<file path="src/hdl/tomc_map.vh">
// constants for the timer output mode control block
// assumes an 8-bit register port with four registers at printed offsets
`ifndef TOMC_MAP_VH
`define TOMC_MAP_VH
// ==========================================================
// register offsets
`define TOMC_ADDR_W 20
`define TOMC_OFF_FUNC 20'hf0266
`define TOMC_OFF_ODIS 20'hf0267
`define TOMC_OFF_CUT 20'hf0268
`define TOMC_OFF_INIT 20'hf0269
// ==========================================================
// reset values
`define TOMC_RST_FUNC 8'h80
`define TOMC_RST_ODIS 8'hff
`define TOMC_RST_CUT 8'h00
`define TOMC_RST_INIT 8'h00
// ==========================================================
// field positions
`define TOMC_FUNC_DCPWM 7
`define TOMC_FUNC_EXTCLK 6
`define TOMC_FUNC_CPOL 3
`define TOMC_FUNC_NPOL 2
`define TOMC_FUNC_CMD_HI 1
`define TOMC_FUNC_CMD_LO 0
`define TOMC_CUT_PINEN 7
`define TOMC_CUT_FLAG 0
`define TOMC_FUNC_WMASK 8'hcf
`define TOMC_CUT_WMASK 8'h81
// ==========================================================
// combination modes and cutoff actions
`define TOMC_CMD_TIMER 2'h0
`define TOMC_CMD_RSYNC 2'h1
`define TOMC_CMD_CP_C1 2'h2
`define TOMC_CMD_CP_C0 2'h3
`define TOMC_CUTACT_NONE 2'h0
`define TOMC_CUTACT_HIZ 2'h1
`define TOMC_CUTACT_LOW 2'h2
`define TOMC_CUTACT_HIGH 2'h3
`endif

</file>
<file path="src/hdl/tomc_pin_drive.v">
// one timer output pin: cutoff and disable override of the waveform
// assumes wave input already carries polarity for the active mode
`timescale 1ns/100ps
`default_nettype none
`include "tomc_map.vh"
module tomc_pin_drive (
    // configuration
    input wire out_disable,
    input wire [1:0] cut_action,
    input wire cutoff,
    // waveform
    input wire wave,
    // pin
    output reg pin_o,
    output reg pin_oe
);
    // ==========================================================
    // pin resolution, cutoff beats waveform
    always @* begin
        pin_o = wave;
        pin_oe = ~out_disable;
        if (cutoff && !out_disable) begin
            case (cut_action)
                `TOMC_CUTACT_HIZ: begin
                    pin_o = 1'b0;
                    pin_oe = 1'b0;
                end
                `TOMC_CUTACT_LOW: pin_o = 1'b0;
                `TOMC_CUTACT_HIGH: pin_o = 1'b1;
                default: pin_o = wave;
            endcase
        end
    end
endmodule
`default_nettype wire

</file>
<file path="src/hdl/tomc_top.v">
// mode and output control for a two-channel timer
// assumes counters elsewhere feed raw compare waveforms and run bits
`timescale 1ns/100ps
`default_nettype none
`include "tomc_map.vh"
module tomc_top #(
    parameter NPIN = 8
) (
    // clock and reset
    input wire REF_CLK,
    input wire RST,
    // register port
    input wire [`TOMC_ADDR_W-1:0] ADDR,
    input wire [7:0] WDATA,
    input wire WR,
    input wire RD,
    output reg [7:0] RDATA,
    // counter side
    input wire COUNTER0_RUN,
    input wire COUNTER1_RUN,
    input wire [NPIN-1:0] PIN_PWM_SELECT,
    input wire [NPIN-1:0] RAW_WAVE,
    input wire [NPIN-1:0] PHASE_IS_COUNTER,
    input wire EXT_CLK_IN,
    input wire COUNTER0_MATCH_A,
    input wire COUNTER1_EVENT,
    // cutoff sources
    input wire CUTOFF_INTERRUPT_PIN_N,
    input wire EVENT_LINK_CUTOFF,
    // cutoff action per pin, two bits each
    input wire [2*NPIN-1:0] CUT_ACTION,
    // mode status to the counters
    output wire DUAL_COMPARE_PWM,
    output wire RESET_SYNC_PWM,
    output wire COMPLEMENTARY_PWM,
    output wire EXT_COUNT_CLOCK,
    output wire BUFFER_TRANSFER,
    output wire CUTOFF_ACTIVE,
    // pins
    output wire [NPIN-1:0] PIN_O,
    output wire [NPIN-1:0] PIN_OE
);
    // ==========================================================
    // register state
    reg [7:0] func_q;
    reg [7:0] odis_q;
    reg pinen_q;
    reg flag_q;
    reg [7:0] init_q;
    reg init_load_q;
    reg [NPIN-1:0] wave_q;
    wire [1:0] cmd;
    wire combo;
    wire dc_mode;
    wire stopped;

    // one decode used for both write and read paths
    function hit;
        input [`TOMC_ADDR_W-1:0] a;
        input [`TOMC_ADDR_W-1:0] off;
        begin
            hit = (a == off);
        end
    endfunction

    assign cmd = {func_q[`TOMC_FUNC_CMD_HI], func_q[`TOMC_FUNC_CMD_LO]};
    assign combo = (cmd != `TOMC_CMD_TIMER);
    assign dc_mode = !combo && !func_q[`TOMC_FUNC_DCPWM];
    assign stopped = !COUNTER0_RUN && !COUNTER1_RUN;

    // ==========================================================
    // register writes and cutoff flag
    always @(posedge REF_CLK) begin
        if (RST) begin
            func_q <= `TOMC_RST_FUNC;
            odis_q <= `TOMC_RST_ODIS;
            pinen_q <= 1'b0;
            flag_q <= 1'b0;
            init_q <= `TOMC_RST_INIT;
            init_load_q <= 1'b0;
        end else begin
            init_load_q <= WR && hit(ADDR, `TOMC_OFF_INIT);
            // mode change relies on software stopping both counters
            if (WR && hit(ADDR, `TOMC_OFF_FUNC))
                func_q <= WDATA & `TOMC_FUNC_WMASK;
            if (WR && hit(ADDR, `TOMC_OFF_ODIS))
                odis_q <= WDATA;
            if (WR && hit(ADDR, `TOMC_OFF_INIT))
                init_q <= WDATA;
            if (WR && hit(ADDR, `TOMC_OFF_CUT)) begin
                pinen_q <= WDATA[`TOMC_CUT_PINEN];
                // clearing only takes while stopped; writing 1 forces
                if (WDATA[`TOMC_CUT_FLAG])
                    flag_q <= 1'b1;
                else if (stopped)
                    flag_q <= 1'b0;
            end
            // hardware sources win over a clearing write
            if ((pinen_q && !CUTOFF_INTERRUPT_PIN_N) || EVENT_LINK_CUTOFF)
                flag_q <= 1'b1;
        end
    end

    // ==========================================================
    // read data, one cycle after the strobe
    always @(posedge REF_CLK) begin
        if (RST) begin
            RDATA <= 8'h00;
        end else if (RD) begin
            if (hit(ADDR, `TOMC_OFF_FUNC))
                RDATA <= func_q;
            else if (hit(ADDR, `TOMC_OFF_ODIS))
                RDATA <= odis_q;
            else if (hit(ADDR, `TOMC_OFF_CUT))
                RDATA <= {pinen_q, 6'h00, flag_q};
            else if (hit(ADDR, `TOMC_OFF_INIT))
                RDATA <= init_q;
            else
                RDATA <= 8'h00;
        end else begin
            RDATA <= 8'h00;
        end
    end

    // ==========================================================
    // waveform per pin: init write loads initial level while stopped (else holds), running gives counter wave
    genvar i;
    generate
        for (i = 0; i < NPIN; i = i + 1) begin : g_pin
            wire pol;
            wire pwm_fn;
            reg wave_d;
            // polarity bit picks initial level in combination modes
            assign pol = PHASE_IS_COUNTER[i] ?
                func_q[`TOMC_FUNC_CPOL] : func_q[`TOMC_FUNC_NPOL];
            assign pwm_fn = PIN_PWM_SELECT[i] && !combo;
            always @* begin
                wave_d = wave_q[i];
                if (init_load_q || !stopped) begin
                    if (combo) begin
                        // 0 gives high initial, low active
                        wave_d = stopped ? ~pol : (RAW_WAVE[i] ~^ pol);
                    end else if (!stopped) begin
                        wave_d = RAW_WAVE[i];
                    end else if (pwm_fn) begin
                        wave_d = init_q[i];
                    end else begin
                        wave_d = init_q[i];
                    end
                end
            end
            always @(posedge REF_CLK) begin
                if (RST)
                    wave_q[i] <= 1'b0;
                else
                    wave_q[i] <= wave_d;
            end
            tomc_pin_drive u_drive (
                .out_disable(odis_q[i]),
                .cut_action(CUT_ACTION[2*i+1:2*i]),
                .cutoff(flag_q),
                .wave(wave_q[i]),
                .pin_o(PIN_O[i]),
                .pin_oe(PIN_OE[i])
            );
        end
    endgenerate

    // ==========================================================
    // mode status outputs
    assign DUAL_COMPARE_PWM = dc_mode;
    assign RESET_SYNC_PWM = (cmd == `TOMC_CMD_RSYNC);
    assign COMPLEMENTARY_PWM = cmd[1];
    // external clock blocked in dual-compare pwm
    assign EXT_COUNT_CLOCK = func_q[`TOMC_FUNC_EXTCLK] && !dc_mode &&
        EXT_CLK_IN;
    // buffer transfer moment depends on complementary variant
    assign BUFFER_TRANSFER = (cmd == `TOMC_CMD_CP_C0) ? COUNTER0_MATCH_A :
        (cmd == `TOMC_CMD_CP_C1) ? COUNTER1_EVENT : 1'b0;
    assign CUTOFF_ACTIVE = flag_q;
endmodule
`default_nettype wire

</file>
<file path="config.mk">
export PLATFORM = sky130hd
export DESIGN_NAME = tomc_top
export DESIGN_NICKNAME = d
export VERILOG_FILES = /design/src/hdl/tomc_pin_drive.v /design/src/hdl/tomc_top.v
export VERILOG_INCLUDE_DIRS = /design/src /design/src/hdl
export SDC_FILE = /design/constraint.sdc
export NUM_CORES = 1
export LEC_CHECK = 0
export BUFFER_PORTS_ARGS = -buffer_cell sky130_fd_sc_hd__buf_4
export CORE_ASPECT_RATIO = 1.25
export CORE_MARGIN = 8
export CORE_UTILIZATION = 25
export DETAILED_ROUTE_END_ITERATION = 12
export SLEW_MARGIN = 10
export SYNTH_ARGS = -nofsm -noshare
export SYNTH_HDL_FRONTEND = slang
export SYNTH_SLANG_ARGS = --single-unit
</file>
<file path="constraint.sdc">
create_clock -name REF_CLK -period 1.5 [get_ports REF_CLK]
set_input_delay 0.225 -clock REF_CLK [delete_from_list [all_inputs] [get_ports REF_CLK]]
set_output_delay 0.225 -clock REF_CLK [all_outputs]
set_load 0.02 [all_outputs]
</file>
Word-level counts from Yosys, hierarchy flattened:

Index checks and enable logic that the tools add are counted.

* input bits: 79
* word-level logic and storage cells: 194
* output and inout port bits: 30
* flip-flop bits (word level): 41

* reduce and logical (&&, ||, !) cells: 48
* bitwise operators: 25
* eq/ne operators: 31
* muxes and demuxes: 74

Operators with widths (count)
* $eq A20 B20 Y1 const B: 4
* $mux W1: 62
* $eq A2 B2 Y1 const B: 18
* $mux W8: 4
* $eq A2 B1 Y1 const B: 9
* $reduce_or A2 Y1: 9
* $logic_and A1 B1 Y1: 17
* $not A1 Y1: 17
* $pmux W1 S2: 8
* $logic_not A1 Y1: 15
* $xnor A1 B1 Y1: 8
* $reduce_bool A2 Y1: 2
* $reduce_bool A3 Y1: 1
* $reduce_or A3 Y1: 1
* $logic_or A1 B1 Y1: 2
* $reduce_and A2 Y1: 1

Depth between registers and ports, before layout:

* depth after elaboration: 6
* gate-level depth with buffers: 6
* mapped depth without buffers: 4

Cells and area by module:

Synthesis repeated with hierarchy kept, for this count alone.

* cell total of the unflattened synthesis: 304
* area, all modules: 2483.6 um^2

By module, submodules not included
* tomc_top: sequential area each 820.8 um^2, cells each 248, area each 2193.4 um^2, times used 1
* tomc_pin_drive: sequential area each 0.0 um^2, cells each 7, area each 36.3 um^2, times used 8

Worst setup path after synthesis:

OpenSTA, ideal clock, no wires.

* path type: reg2out
* start point: register func_q[1]
* end point: output port EXT_COUNT_CLOCK
* stages on the path, launching flop included: 5
* arrival time: 1.393 ns
* data required time: 1.275 ns
* setup slack: -0.118 ns
* buffers on the path: 1
* cells stage by stage: dfxtp_1 > or2_2 > clkbuf_1 > nor2_1 > nor2_1

* longest elaborated chain between the ends: 6

Ends and longest elaborated chain
* from (decl): RTL line tomc_top.v:45 `reg [7:0] func_q;`
* from (signal assigned): RTL line tomc_top.v:75 `` func_q <= `TOMC_RST_FUNC; ``
* from (signal assigned): RTL line tomc_top.v:85 `` func_q <= WDATA & `TOMC_FUNC_WMASK; ``
* $reduce_bool A2 Y1 (no source line)
* $logic_not A1 Y1
* $logic_and A1 B1 Y1: RTL line tomc_top.v:68 `` assign dc_mode = !combo && !func_q[`TOMC_FUNC_DCPWM]; ``
* via DUAL_COMPARE_PWM: RTL line tomc_top.v:33 `output wire DUAL_COMPARE_PWM,`
* $logic_not A1 Y1: RTL line tomc_top.v:175 `` assign EXT_COUNT_CLOCK = func_q[`TOMC_FUNC_EXTCLK] && !dc_mode && ``
* $logic_and A1 B1 Y1 (2 in a row): RTL line tomc_top.v:175
* to (decl): RTL line tomc_top.v:36 `output wire EXT_COUNT_CLOCK,`

The timed path passes the listed nets, and every way through them passes these cells.

Final worst setup path:

* start point: register flag_q (netlist: CUTOFF_ACTIVE)
* end point: output port PIN_O[0]

* longest elaborated chain between the ends: 2

Ends and longest elaborated chain
* from (decl): RTL line tomc_top.v:48 `reg flag_q;`
* from (signal assigned): RTL line tomc_top.v:78 `flag_q <= 1'b0;`
* from (signal assigned): RTL line tomc_top.v:94 `flag_q <= 1'b1;`
* from (signal assigned): RTL line tomc_top.v:96 `flag_q <= 1'b0;`
* $logic_and A1 B1 Y1: RTL line tomc_pin_drive.v:22 `if (cutoff && !out_disable) begin`
* $mux W1: RTL line tomc_pin_drive.v:22
* to (decl): RTL line tomc_top.v:40 `output wire [NPIN-1:0] PIN_O,`

No other way between the ends.

==> results.sh <==
export IMPL_ys_seq_area_share_pct=31.3
export IMPL_intPower_uw=1980
export IMPL_finalNetCount=505
export IMPL_power_uw=2620
export IMPL_via_count=2834
export IMPL_place_congestion=0.854
export IMPL_grt_pass1_vias=2824
export IMPL_cp_end_kind="primary output"
export IMPL_avgSynthCellArea_um2=7.84
export IMPL_hold_slack_ns=0.233
export IMPL_peakVddDrop_v=0.000404
export IMPL_syn_area_um2=2620
export IMPL_synthArstFlopShare_pct=0
export IMPL_cts_buffers=5
export IMPL_worstHoldStart="WDATA[7]"
export IMPL_diodes=0
export IMPL_wirelength_um=9400
export IMPL_antenna_found_initial=0
export IMPL_tritoncts="done"
export IMPL_drive_gt1_share_pct=37.3
export IMPL_finalCritPeriodShare_pct=98.7
export IMPL_layout_commonest_cell="buf_4"
export IMPL_reg2reg_slack_ns=0.16
export IMPL_cap_violations=0
export IMPL_leakagePower_uw=0.00153
export IMPL_final_cell_mix="buf_4 (122), dfxtp_1 (39), nand2_1 (32)"
export IMPL_crit_required_ns=1.27
export IMPL_startpoint="CUTOFF_ACTIVE"
export IMPL_detail_route_antenna_nets=0
export IMPL_drv_slew=0
export IMPL_ys_ff_latch=41
export IMPL_area_growth_pct=41.6
export IMPL_place_area_um2=3480
export IMPL_ys_flop_type="dfxtp_1"
export IMPL_grt_usage_pct=13.2
export IMPL_period_minus_slack_ns=1.48
export IMPL_synth_warning_count=0
export IMPL_avgViaCountPerCell=5.08
export IMPL_r2r_end="wave_q[5]"
export IMPL_drc=0
export IMPL_worstPathMaxFanout=13
export IMPL_switching_share_pct=24.2
export IMPL_yosys_top_cells_area="dfxtp_1 (31%), buf_4 (5.4%), a21oi_1 (5.0%)"
export IMPL_min_path_type="in -> reg"
export IMPL_cts_hold_buf=0
export IMPL_die_w_um=108
export IMPL_setup_worst_path_start_class="register"
export IMPL_status="completed"
export IMPL_core_area_um2=10400
export IMPL_reg2regPathDepth=4
export IMPL_worst_pin_slew_ns=0.429
export IMPL_seqPwrFrac_pct=42.9
export IMPL_p_sw_uw=633
export IMPL_synth_top_area_cell="dfxtp_1"
export IMPL_cp_cell_sequence="buf_8 > nand2b_1 > o21ai_1 > o31ai_2 > buf_4"
export IMPL_slew_headroom_pct=71.4
export IMPL_slowest_stage="dfxtp_4"
export IMPL_dieArea_um2=14000
export IMPL_setup_tns_ns=0
export IMPL_portBuffers=100
export IMPL_cts_root_buf="clkbuf_16"
export IMPL_fp_dieH_um=130
export IMPL_dp_cells=547
export IMPL_synth_top_area_share_pct=31.3
export IMPL_grt_max_degree=36
export IMPL_path_clk_slew_ns=0.06
export IMPL_fin_area_um2=3710
export IMPL_drtIter0Drc=212
export IMPL_finClkSkew_ns=0.0103
export IMPL_firstDrtPassIters=4
export IMPL_synth_fp_nets=413
export IMPL_synth_edf_count=0
export IMPL_clock_latency_ns=0.28
export IMPL_io_pins=109
export IMPL_place_hpwl_um=7590
export IMPL_layout_cells_non_filler=558
export IMPL_synth_cells=334
export IMPL_cts_htree_levels=2
export IMPL_crit_arrival_ns=1.26
export IMPL_max_clock_path_buffers=2
export IMPL_maxClockFrequency_mhz=675
export IMPL_p_per_area_nw_per_um2=706
export IMPL_setup_viol=0
export IMPL_start_util_pct=25.2
export IMPL_rsz0062_at_grt="true"
export IMPL_hold_viol=0
export IMPL_criticalPathCategory="reg -> out"
export IMPL_hold_depth=3
export IMPL_grt_overflow=0
export IMPL_max_stage_delay_ns=0.37
export IMPL_ys_types=45
export IMPL_r2r_start="func_q[3]"
export IMPL_rows=42
export IMPL_p_clk_share_pct=41.0
export IMPL_wl_per_cell_um=16.8
export IMPL_clkSinkCount=41
export IMPL_p_comb_share_pct=16.0
export IMPL_min_to="func_q[7]"
export IMPL_grt_pass1_wl_um=14600
sequential cells by signal, summed over array words and instances, names as in the netlist:
name and count:
RDATA 8, init_q 8, odis_q 8, wave_q 8, func_q 6, CUTOFF_ACTIVE 1
init_load_q 1, pinen_q 1
metrics by stage:
| stage | worst slack [ns] | utilization, % |
|---|---|---|
| 2_1_floorplan | 0.0314 | - |
| 3_3_place_gp | -0.00456 | 33.5 |
| 3_5_place_dp | -0.0191 | 33.5 |
| 4_1_cts | 0.00125 | 35.1 |
| 5_1_grt | -0.0506 | 35.6 |
| 6_report | 0.0190 | 35.6 |
power by group through the flow:
stage               combinational [uW]  sequential, uW  clock, uW
floorplan                          185            1140          0
global placement                   394            1150          0
detailed placement                 400            1150          0
CTS                                406            1120       1090
global route                       454            1120       1140
finish                             419            1120       1070
cell type report:
class,count,area [um^2]
fillers,1120,6700
multi-input cells,239,1540
repair buffers,126,986
flip-flops and latches,41,826
well taps,132,165
clock buffers,6,139
inverters,13,48.8
clock inverters,1,7.51
cell usage after synthesis, drive strengths merged, types with 2 or more instances:
| master | n |
|---|---|
| a41oi | 8 |
| nand3b | 2 |
| o211ai | 5 |
| xor2 | 7 |
| a311oi | 2 |
| nand3 | 27 |
| a31oi | 8 |
| nor2b | 3 |
| nor2 | 14 |
| nand4 | 11 |
| mux2 | 5 |
| or2 | 3 |
| o21bai | 7 |
| buf | 28 |
| inv | 13 |
| o31ai | 8 |
| dfxtp | 41 |
| nand2 | 34 |
| and3 | 4 |
| mux2i | 8 |
| clkbuf | 13 |
| a221oi | 11 |
| a21oi | 26 |
| o21ai | 27 |
| nand2b | 5 |
| and2 | 2 |
cell families after synthesis:
kind of cell | count (synthesis) | share of synthesized area, %
muxes | 13 | 5.21
DFF | 41 | 31.3
buffers and inverters | 54 | 11.3
AOI/OAI and AO/OA | 104 | 25.8
xor gates and xnor gates | 8 | 2.68
and+or+nand+nor | 114 | 23.7
worst max path at each step:
stage	endpoint	slack, ns	depth (start not counted)
6_report	PIN_O[0]	0.02	5
5_1_grt	PIN_O[0]	-0.05	5
4_1_cts	PIN_O[7]	0.001	5
3_5_place_dp	init_q[1]	-0.02	6
3_3_place_gp	RDATA[2]	-0.005	6
2_1_floorplan	EXT_COUNT_CLOCK	0.03	4
metal layers:
layer | global-route usage, % | vias up | wire [um]
met5 | 0 | - | 0
met3 | 4.07 | 10 | 810
met4 | 4.83 | 0 | 164
li1 | - | 1391 | -
met2 | 22.2 | 115 | 4680
met1 | 15.3 | 1318 | 3740
timing repair:
item / 4_1_cts / 5_1_grt
setup endpoints to repair: 10 / 10
resized for setup: 5 / 10
pin swaps: 0 / 3
buffers inserted: 1 / 3
worst max-delay path, delay by kind of cell, from the launching register on:
kind	cells	cell delay, ns
buffers and inverters	2	0.29
AO/OA/AOI/OAI	2	0.25
AND/OR/NAND/NOR	1	0.06
flip-flops	1	0.37
(Power assumes the default switching activity.)
